## src/adc_ctrl_params.svh

```systemverilog
// Behaviour
// - Enable bit powers converter up or down
// - Disabling mid-conversion aborts it, no result
// - Single mode: each start write, one conversion
// - Free running: one start, then continuous
// - Thirteen converter cycles; first after enable 25
// - Start reads one while busy; zero-write ignored
// - Auto trigger starts on selected rising edge
// - Done flag set when result updated; the code also sets it when a locked result register keeps the old value
// - Interrupt when flag, local, global enables set
// - Flag cleared by vector or one-write
// - Divider codes: 2,2,4,8,16,32,64,128
// - Right alignment: bits 9..8 in high low-bits
// - Left alignment: bits 9..2 high, 1..0 top-low
// - Differential inputs give two's complement result
// - Low byte read locks until high read
// - Source field ignored without auto trigger
// - Source switch cleared-to-set counts as edge
// - Switching to free running makes no trigger
// - Source codes: free, comparator, ext0, timers...
// - Input/reference changes apply after completion
// - Alignment change affects result view immediately
`ifndef ADC_CTRL_PARAMS_SVH
`define ADC_CTRL_PARAMS_SVH

`define OFS_CTRL_STATUS_A 8'h00
`define OFS_RESULT_LOW 8'h04
`define OFS_RESULT_HIGH 8'h08
`define OFS_SPECIAL_FUNC 8'h0C
`define OFS_INPUT_REF_SEL 8'h10

`define BIT_ENABLE 7
`define BIT_START 6
`define BIT_AUTO 5
`define BIT_FLAG 4
`define BIT_IRQ_EN 3
`define BIT_LEFT_ALIGN 5

`define RESET_CTRL_STATUS_A 8'h00
`define RESET_INPUT_REF_SEL 8'h00
`define RESET_SPECIAL_FUNC 8'h00
`define RESET_RESULT 10'h000

`define CONV_TICKS_NORMAL 5'h0D
`define CONV_TICKS_FIRST 5'h19
`define TRIG_FREE_RUNNING 3'h0
`define DIFF_INPUT_FIRST 5'h08
`define DIFF_INPUT_LAST 5'h1D

`endif

```

## src/adc_ctrl_pkg.sv

```systemverilog
package adc_ctrl_pkg;

  typedef enum logic [0:0] {
    ST_IDLE = 1'b0,
    ST_CONV = 1'b1
  } conv_state_t;

  typedef logic [2:0] trig_sel_t;

  typedef struct packed {
    logic [6:0] cnt;
    logic tick;
  } div_state_t;

  typedef struct packed {
    logic prev;
    logic pulse;
  } trig_state_t;

  typedef struct packed {
    conv_state_t state;
    logic en;
    logic busy;
    logic auto_trig;
    logic flag;
    logic irq_en;
    logic [2:0] div_sel;
    logic left;
    logic [1:0] ref_sel;
    logic [4:0] in_sel;
    trig_sel_t trig_sel;
    logic [4:0] sf_low;
    logic [1:0] act_ref;
    logic [4:0] act_in;
    logic first;
    logic long_conv;
    logic [4:0] cnt;
    logic [9:0] result;
    logic lock;
    logic pready;
    logic pslverr;
    logic [31:0] prdata;
    logic irq;
    logic start_pulse;
  } ctrl_state_t;

endpackage

```

## src/adc_clock_divider.sv

```systemverilog
`timescale 1ns/10ps
module adc_clock_divider (
  input wire logic pclk,
  input wire logic presetn,
  input wire logic ce,
  input wire logic run,
  input wire logic [2:0] div_sel,
  output logic tick
);
  import adc_ctrl_pkg::*;

  div_state_t q;
  div_state_t d;
  logic [6:0] last;

  always_comb
  begin
    d = q;
    d.tick = 1'h0;
    // Codes 0 and 1 both divide by two
    last = (div_sel < 3'h2) ? 7'h01 : 7'((8'h01 << div_sel) - 8'h01);
    if (!run)
      d.cnt = 7'h00;
    else if (q.cnt == last)
    begin
      d.cnt = 7'h00;
      d.tick = 1'h1;
    end
    else
      d.cnt = q.cnt + 7'h01;
  end

  always_ff @(posedge pclk or negedge presetn)
  begin
    if (!presetn)
      q <= '0;
    else if (ce)
      q <= d;
  end

  assign tick = q.tick;
endmodule

```

## src/adc_trigger_select.sv

```systemverilog
`timescale 1ns/10ps
`include "adc_ctrl_params.svh"
module adc_trigger_select (
  input wire logic pclk,
  input wire logic presetn,
  input wire logic ce,
  input wire logic auto_enable,
  input wire adc_ctrl_pkg::trig_sel_t trig_sel,
  input wire logic [6:0] trig_src,
  output logic trig_pulse
);
  import adc_ctrl_pkg::*;

  trig_state_t q;
  trig_state_t d;
  logic level;

  always_comb
  begin
    d = q;
    // Free running code selects a constant low, so switching to it never fires
    if (trig_sel == `TRIG_FREE_RUNNING)
      level = 1'h0;
    else
      level = trig_src[3'(trig_sel - 3'h1)];
    // Edge taken after the mux: a source switch low-to-high counts too
    d.prev = level;
    d.pulse = auto_enable & level & ~q.prev;
  end

  always_ff @(posedge pclk or negedge presetn)
  begin
    if (!presetn)
      q <= '0;
    else if (ce)
      q <= d;
  end

  assign trig_pulse = q.pulse;
endmodule

```

## src/adc_conversion_control.sv

```systemverilog
// Local design decisions: the placing of the registers and register access over APB.
`timescale 1ns/10ps
`include "adc_ctrl_params.svh"
module adc_conversion_control (
  input wire logic pclk,
  input wire logic presetn,
  input wire logic ce,
  input wire logic psel,
  input wire logic penable,
  input wire logic pwrite,
  input wire logic [7:0] paddr,
  input wire logic [31:0] pwdata,
  output logic [31:0] prdata,
  output logic pready,
  output logic pslverr,
  input wire logic global_irq_enable,
  input wire logic irq_vector_taken,
  input wire logic [6:0] trig_src,
  input wire logic [9:0] analog_result,
  output logic converter_power,
  output logic sample_start,
  output logic conversion_busy,
  output logic [1:0] reference_select_active,
  output logic [4:0] input_select_active,
  output logic done_irq
);
  import adc_ctrl_pkg::*;

  ctrl_state_t q;
  ctrl_state_t d;
  logic tick;
  logic trig_pulse;
  logic access;
  logic finish;
  logic hit;
  logic wr_csra;
  logic rd_low;
  logic rd_high;
  logic new_en;
  logic en_rise;
  logic conv_done;
  logic start_req;
  logic free_run;
  logic flag_clr;
  logic is_diff;
  logic [9:0] conv_value;
  logic [7:0] low_view;
  logic [7:0] high_view;
  logic [7:0] rd_byte;

  adc_clock_divider u_div (
    .pclk(pclk),
    .presetn(presetn),
    .ce(ce),
    .run(q.state == ST_CONV),
    .div_sel(q.div_sel),
    .tick(tick)
  );

  adc_trigger_select u_trig (
    .pclk(pclk),
    .presetn(presetn),
    .ce(ce),
    .auto_enable(q.auto_trig & q.en),
    .trig_sel(q.trig_sel),
    .trig_src(trig_src),
    .trig_pulse(trig_pulse)
  );

  always_comb
  begin
    // Views follow the alignment bit live, no conversion needed
    if (q.left)
    begin
      high_view = q.result[9:2];
      low_view = {q.result[1:0], 6'h00};
    end
    else
    begin
      high_view = {6'h00, q.result[9:8]};
      low_view = q.result[7:0];
    end
    hit = 1'h1;
    case (paddr)
      `OFS_CTRL_STATUS_A: rd_byte = {q.en, q.busy, q.auto_trig, q.flag, q.irq_en, q.div_sel};
      `OFS_RESULT_LOW: rd_byte = low_view;
      `OFS_RESULT_HIGH: rd_byte = high_view;
      `OFS_SPECIAL_FUNC: rd_byte = {q.trig_sel, q.sf_low};
      `OFS_INPUT_REF_SEL: rd_byte = {q.ref_sel, q.left, q.in_sel};
      default:
      begin
        rd_byte = 8'h00;
        hit = 1'h0;
      end
    endcase
  end

  always_comb
  begin
    d = q;
    d.start_pulse = 1'h0;
    access = psel & penable;
    finish = access & q.pready;
    // One wait state so read data leaves a flip-flop
    d.pready = access & ~q.pready;
    if (access & ~q.pready)
    begin
      d.prdata = {24'h000000, rd_byte};
      d.pslverr = ~hit;
    end
    wr_csra = finish & pwrite & (paddr == `OFS_CTRL_STATUS_A);
    rd_low = finish & ~pwrite & (paddr == `OFS_RESULT_LOW);
    rd_high = finish & ~pwrite & (paddr == `OFS_RESULT_HIGH);

    if (finish & pwrite)
    begin
      case (paddr)
        `OFS_CTRL_STATUS_A:
        begin
          d.en = pwdata[`BIT_ENABLE];
          d.auto_trig = pwdata[`BIT_AUTO];
          d.irq_en = pwdata[`BIT_IRQ_EN];
          d.div_sel = pwdata[2:0];
        end
        `OFS_SPECIAL_FUNC:
        begin
          d.trig_sel = pwdata[7:5];
          d.sf_low = pwdata[4:0];
        end
        `OFS_INPUT_REF_SEL:
        begin
          d.ref_sel = pwdata[7:6];
          d.left = pwdata[`BIT_LEFT_ALIGN];
          d.in_sel = pwdata[4:0];
        end
        default:
        begin
          d.lock = q.lock;
        end
      endcase
    end

    new_en = d.en;
    en_rise = new_en & ~q.en;
    if (en_rise)
      d.first = 1'h1;
    free_run = q.auto_trig & (q.trig_sel == `TRIG_FREE_RUNNING);
    conv_done = (q.state == ST_CONV) & tick &
                (q.cnt == (q.long_conv ? `CONV_TICKS_FIRST : `CONV_TICKS_NORMAL) - 5'h01);
    // Zero written to start does nothing; start only from idle
    start_req = (wr_csra & pwdata[`BIT_START]) | trig_pulse;

    is_diff = (q.act_in >= `DIFF_INPUT_FIRST) & (q.act_in <= `DIFF_INPUT_LAST);
    conv_value = is_diff ? {~analog_result[9], analog_result[8:0]} : analog_result;

    if (!new_en)
    begin
      // Abort drops the result and leaves the flag alone
      d.state = ST_IDLE;
      d.busy = 1'h0;
      d.cnt = 5'h00;
    end
    else
    begin
      case (q.state)
        ST_IDLE:
        begin
          if (start_req)
          begin
            d.state = ST_CONV;
            d.busy = 1'h1;
            d.cnt = 5'h00;
            d.long_conv = q.first | en_rise;
            d.first = 1'h0;
            d.start_pulse = 1'h1;
          end
        end
        ST_CONV:
        begin
          if (conv_done)
          begin
            // A locked result register drops this conversion's value
            if (!q.lock)
              d.result = conv_value;
            if (free_run)
            begin
              d.cnt = 5'h00;
              d.long_conv = 1'h0;
              d.start_pulse = 1'h1;
            end
            else
            begin
              d.state = ST_IDLE;
              d.busy = 1'h0;
            end
          end
          else if (tick)
            d.cnt = q.cnt + 5'h01;
        end
        default:
        begin
          d.state = ST_IDLE;
          d.busy = 1'h0;
        end
      endcase
    end

    // Selections are held for the running conversion
    if (q.state != ST_CONV || conv_done)
    begin
      d.act_ref = q.ref_sel;
      d.act_in = q.in_sel;
    end

    // Setting wins over a clear in the same cycle
    flag_clr = irq_vector_taken | (wr_csra & pwdata[`BIT_FLAG]);
    d.flag = (conv_done & new_en) | (q.flag & ~flag_clr);
    d.irq = q.flag & q.irq_en & global_irq_enable;

    if (rd_low)
      d.lock = 1'h1;
    else if (rd_high)
      d.lock = 1'h0;
  end

  always_ff @(posedge pclk or negedge presetn)
  begin
    if (!presetn)
    begin
      q <= '0;
      q.result <= `RESET_RESULT;
    end
    else if (ce)
      q <= d;
  end

  assign prdata = q.prdata;
  assign pready = q.pready;
  assign pslverr = q.pslverr;
  assign converter_power = q.en;
  assign sample_start = q.start_pulse;
  assign conversion_busy = q.busy;
  assign reference_select_active = q.act_ref;
  assign input_select_active = q.act_in;
  assign done_irq = q.irq;
endmodule

```

## config.mk

```make
export PLATFORM = sky130hd
export DESIGN_NAME = adc_conversion_control
export DESIGN_NICKNAME = d
export VERILOG_FILES = /design/src/adc_ctrl_pkg.sv /design/src/adc_clock_divider.sv /design/src/adc_trigger_select.sv /design/src/adc_conversion_control.sv
export VERILOG_INCLUDE_DIRS = /design/src
export SDC_FILE = /design/constraint.sdc
export NUM_CORES = 1
export LEC_CHECK = 0
export BUFFER_PORTS_ARGS = -buffer_cell sky130_fd_sc_hd__buf_2
export CORE_ASPECT_RATIO = 1.5
export CORE_MARGIN = 2
export CORE_UTILIZATION = 53
export CTS_CLUSTER_SIZE = 25
export DETAILED_ROUTE_END_ITERATION = 7
export PLACE_DENSITY = 0.8
export SLEW_MARGIN = 5
export SYNTH_ARGS = -nofsm -noshare
export SYNTH_HDL_FRONTEND = slang
export SYNTH_HIERARCHICAL = 1
export SYNTH_SLANG_ARGS = --single-unit
```

## constraint.sdc

```tcl
create_clock -name pclk -period 2.81 [get_ports pclk]
set_clock_uncertainty 0.2 [all_clocks]
set_input_delay 0.562 -clock pclk [delete_from_list [all_inputs] [get_ports pclk]]
set_output_delay 0.562 -clock pclk [all_outputs]
set_load 0.02 [all_outputs]
```

==> impl_metrics.tcl, run 1 <==
set metrics [dict create \
    fin_crit_ns 2.40 \
    num_vias 3203 \
    io_pins 110 \
    mostFrequentLayoutCell "dfrtp_1" \
    cts_root_buf "clkbuf_16" \
    wire_per_inst_um 16.8 \
    synthArstFlopShare 1.00 \
    synth_top_area_share 0.437 \
    grt_overflow_total 0 \
    synth_ff_type "dfrtp_1" \
    synth_warnings 6 \
    syn_inst 385 \
    fmax_ghz 0.417 \
    worstPathMaxFanout 9 \
    clk_path_buf_depth 2 \
    p_leak_nw 2.30 \
    run_status "complete, no violations" \
    syn-cell-area_um2 4130 \
    fin_cells 555 \
    vias_per_cell 5.77 \
    seq_area_frac_synth 0.437 \
    ant_nets 0 \
    synth-seq-cells 72 \
    die_h_um 112 \
    critical_path.startpoint_type "register" \
    irDropWorstVdd_v 0.000519 \
    antenna_found_initial 0 \
    htreeDepth 3 \
    crit_chain "or3b_1 > ha_1 > xnor2_1 > o21ai_1 > a211oi_4 > a21oi_2 > a221o_1" \
    start_util 0.545 \
    row_count 39 \
    worst-slew-pin-transition_ns 0.747 \
    end_kind "register" \
    drc_errors 0 \
    grt_pass1_wl_um 15000 \
    post_cts_resize_count 0 \
    clk_pin_slew_ns 0.06 \
    final_nets 519 \
    post_cts_buffers 0 \
    path_class "register to register" \
    drive_above_1_share 0.338 \
    setup_violations 0 \
    hold_buffers 0 \
    max_stage_delay_ns 0.49 \
    wl_um 9310 \
    rsz0062_at_grt "false" \
    drt-initial-drc-count 228 \
    grt_pass1_vias 3199 \
    final_cell_mix "dfrtp_1, buf_2, mux2_2" \
    dp.final_hpwl_um 6970 \
    synth_area_leader_cell "dfrtp_1" \
    fin_tns_setup_ns 0 \
    crit_slowest_cell "dfrtp_1" \
    slew_headroom 0.499 \
    clk_latency_ns 0.34 \
    syn2layout_area_growth_pct 15.2 \
    power_density_nw_per_um2 523 \
    hold_path_class "primary input to asynchronous set/reset pin" \
    synth.top_cells.by_area "dfrtp_1, mux2_2, buf_4" \
    n_antenna_cell 0 \
    cts.sinks 72 \
    cts_tree "done" \
    cts_inserted_buffers 9 \
    drt_first_pass_iters 5 \
    period_share 0.853 \
    port_buffers 61 \
    netlist-cell-type-count 58 \
    hold_violations 0 \
    arrival_ns 2.42 \
    grt_usage 0.226 \
    worstPathRequired_ns 2.83 \
    synth_edf_count 0 \
    slew_viol_final 0 \
    max_cap_violations 0 \
    place_congestion 1.01 \
    grt_max_degree 73 \
    dieArea_um2 8520 \
    core_area_um2 7560 \
    dp_cells 539 \
    dieWidth_um 76.0 \
    syn_avg_cell_area_um2 10.7 \
]
flip-flops by register name, indices dropped and copies added, names as in the netlist, 2 cells and up:
| register | count |
|---|---|
| q | 41 |
| reference_select_active | 2 |
| input_select_active | 5 |
| u_div/q | 7 |
| prdata | 8 |
path summary, 6_finish.rpt:
check                                 startpoint                                  to  slack [ns]  cells past startpoint
setup reg to reg               q[78]$_DFFE_PN0P_              u_div/q[3]$_DFFE_PN0P_        0.41                      7
max in group asynchronous                presetn                  pready$_DFFE_PN0P_        2.08                      2
setup / recovery               q[78]$_DFFE_PN0P_              u_div/q[3]$_DFFE_PN0P_        0.41                      7
hold reg to reg            prdata[3]$_DFFE_PN0P_               prdata[3]$_DFFE_PN0P_        0.28                      2
hold / removal                           presetn  input_select_active[3]$_DFFE_PN0P_        0.03                      2
min in group pclk               analog_result[7]                   q[44]$_DFFE_PN0P_        0.25                      2
metal layers:
metal / GRT usage / share of wire / vias to the layer above
met1: 0.242 / 0.38 / 1529
li1: - / - / 1496
met3: 0.0418 / 0.051 / 43
met2: 0.402 / 0.52 / 135
met4: 0.156 / 0.054 / 0
met5: 0 / 0 / -
Yosys cell counts, types with 3 or more instances:
library cell and instances:
nor3_1 5, mux2_2 46, and3_1 4, a222oi_1 6, dfrtp_1 72, o22ai_1 3, nand2_1 25, a21oi_1 9
xor2_1 4, nor2b_1 3, a221o_1 6, inv_1 15, buf_4 39, nand2b_1 3, a22o_1 8, clkbuf_1 7
nor2_1 16, mux2i_1 8, nor4_1 4, o32ai_1 3, nand4_1 8, a22oi_1 3, o21ai_0 20, ha_1 6
and2_1 4, nand3_1 13
through the flow:
step | instance area [um^2] | hold slack (ns) | total power, mW | setup WS, ns | utilization
2_1_floorplan | 4210 | 0.0664 | 1.25 | 0.226 | -
3_3_place_gp | 4450 | 0.265 | 1.33 | 0.111 | 0.588
3_5_place_dp | 4450 | 0.270 | 1.34 | 0.0721 | 0.588
4_1_cts | 4750 | 0.0519 | 2.50 | 0.420 | 0.628
5_1_grt | 4750 | 0.0786 | 2.57 | 0.257 | 0.628
6_report | 4750 | 0.0273 | 2.49 | 0.414 | 0.628
cell type report:
type / instances / area (um^2)
clock buffers: 10 / 239
clock inverters: 6 / 67.6
fillers: 606 / 2810
inverters: 17 / 63.8
multi-input cells: 272 / 2020
flip-flops and latches: 72 / 1800
well taps: 102 / 128
repair buffers: 76 / 430
critical path: cells and delay by family (launching register included):
kind,cells,cell delay (ns)
XOR/XNOR,1,0.14
flip-flops,1,0.49
AO/OA/AOI/OAI,4,0.87
adder cells (fa/ha/maj),1,0.20
AND/OR/NAND/NOR,1,0.38
power by group:
part,internal (mW),switching (mW),total [mW]
Clock,0.713,0.449,1.16
Sequential,1.06,0.0229,1.08
Combinational,0.0862,0.154,0.240
Total,1.86,0.626,2.49
logic make-up after synthesis:
kind of cell / after synthesis / share of synthesized area
muxes: 55 / 0.151
buffers and inverters: 64 / 0.0940
AOI/OAI and AO/OA: 78 / 0.141
adders and majority gates: 6 / 0.0182
DFF: 72 / 0.437
and+or+nand+nor: 103 / 0.145
other: 1 / 0.000909
xor gates and xnor gates: 6 / 0.0127
(Power assumes the default switching activity.)
==> run 2, diff against run 1 <==
Settings changed: RECOVER_POWER set to 50.
==> run 2 against run 1 <==
The flow now finishes with violations (max-capacitance violations, max-slew violations). Sequential share of layout area is 0.23 points higher. Core utilization is 0.38 points lower. First-iteration DRC count decreased by 3.1%. Clock-buffer cell count unchanged. Clock power is essentially flat. Via count barely moved. Combinational power decreased by 2%. Wire length is essentially flat. Critical endpoint is now q[52]$_DFFE_PN0P_.
==> impl_metrics.tcl, run 2 (synthesis results as in run 1) <==
set metrics [dict create \
    run_status "finished with violations" \
    violations "max-capacitance violations, max-slew violations" \
    crit_slowest_cell "clkbuf_1" \
    clk_latency_ns 0.34 \
    place_congestion 1.01 \
    port_buffers 61 \
    setup_violations 0 \
    max_stage_delay_ns 0.60 \
    final_cell_area_um2 4720 \
    slew_headroom -0.154 \
    post_cts_buffers 0 \
    power_density_nw_per_um2 525 \
    final_cell_mix "dfrtp_1, buf_2, mux2_2" \
    final_nets 519 \
    drc_errors 0 \
    hold_buffers 0 \
    drt-initial-drc-count 221 \
    place_ws_ns 0.0721 \
    slew_viol_final 73 \
    dp.final_hpwl_um 6970 \
    dp_cells 539 \
    cts_tree "done" \
    hold_depth 2 \
    hold_violations 0 \
    drt_first_pass_iters 5 \
    io_pins 110 \
    n_antenna_cell 0 \
    vias_per_cell 5.77 \
    fin_tns_setup_ns 0 \
    grt_usage 0.226 \
    grt_max_degree 73 \
    rsz0062_at_grt "false" \
    r2r-end "u_div/q[3]$_DFFE_PN0P_" \
    fin_hold_ws_ns 0.253 \
    grt_pass1_wl_um 15000 \
    worstPathMaxFanout 16 \
    die_h_um 112 \
    max_cap_violations 1 \
    clk_path_buf_depth 2 \
    core_area_um2 7560 \
    cts_inserted_buffers 9 \
    num_vias 3204 \
    row_count 39 \
    p_leak_nw 2.26 \
    fin_crit_ns 2.47 \
    clk_pin_slew_ns 0.06 \
    ff2ff_setup_slack_ns 0.42 \
    irDropWorstVdd_v 0.000518 \
    cts_root_buf "clkbuf_16" \
    worstReg2RegStart "q[78]$_DFFE_PN0P_" \
    worst-slew-pin-transition_ns 1.73 \
    dieArea_um2 8520 \
    largest_reg_flops 41 \
    start_util 0.545 \
    arrival_ns 2.49 \
    cpMostUsedCell "clkbuf_1" \
    critical_path.startpoint_type "primary input" \
    wire_per_inst_um 16.8 \
    holdPathEnd "q[44]$_DFFE_PN0P_" \
    syn2layout_area_growth_pct 14.5 \
    fin_ws_ns 0.340 \
    antenna_found_initial 0 \
    path_class "primary input to register" \
    drive_above_1_share 0.318 \
    fmax_ghz 0.405 \
    fin_cells 555 \
    htreeDepth 3 \
    grt_overflow_total 0 \
    ff2ff_path_depth 7 \
    place_area_um2 4450 \
    final_core_util 0.624 \
    cts.sinks 72 \
    end_kind "register" \
    wl_um 9320 \
    ant_nets 0 \
    dieWidth_um 76.0 \
    grt_pass1_vias 3199 \
    period_share 0.879 \
    mostFrequentLayoutCell "dfrtp_1" \
    worstPathRequired_ns 2.83 \
    crit_chain "clkbuf_1 > clkbuf_1 > o21ai_2 > nor4_1 > mux2_2" \
    regMostFlops "q" \
    post_cts_resize_count 0 \
    hp-start "analog_result[7]" \
    total_power_mw 2.48 \
    hold_path_class "primary input to register" \
]
==> run 2: how the worst max path moves through the flow <==
stage | from | end | slack, ns | depth (start not counted)
after floorplan | paddr[1] | q[69]$_DFFE_PN0P_ | 0.23 | 5
after global placement | paddr[5] | q[38]$_DFFE_PN0P_ | 0.11 | 6
after detailed placement | paddr[5] | q[46]$_DFFE_PN0P_ | 0.07 | 6
after CTS | q[78]$_DFFE_PN0P_ | u_div/q[3]$_DFFE_PN0P_ | 0.42 | 7
after global routing | ce | q[52]$_DFFE_PN0P_ | 0.23 | 5
final | ce | q[52]$_DFFE_PN0P_ | 0.34 | 5
==> run 2: layout make-up <==
class	count	area, um^2
Clock inverter	6	67.6
Clock buffer	10	239
Inverter	17	63.8
Fill cell	617	2840
Multi-Input combinational cell	272	2020
Sequential cell	72	1800
Timing Repair Buffer	76	402
Tap cell	102	128
==> run 2: report_power, final <==
group | internal (mW) | total (mW) | switching (mW)
clock network | 0.713 | 1.16 | 0.446
logic | 0.0827 | 0.236 | 0.153
registers | 1.06 | 1.08 | 0.0232
==> run 2: per-layer routing <==
metal  vias to the layer above  GRT usage  wire length (um)
met2                       138      0.402              4870
met3                        32     0.0418               478
li1                       1496          -                 -
met1                      1538      0.242              3550
met4                         0      0.156               413
met5                         -          0                 0
==> run 2: worst max-delay path, delay by kind of cell <==
kind                   cells  cell delay [ns]
AO/OA/AOI/OAI              1             0.16
buffers and inverters      2             0.93
multiplexers               1             0.39
AND/OR/NAND/NOR            1             0.45
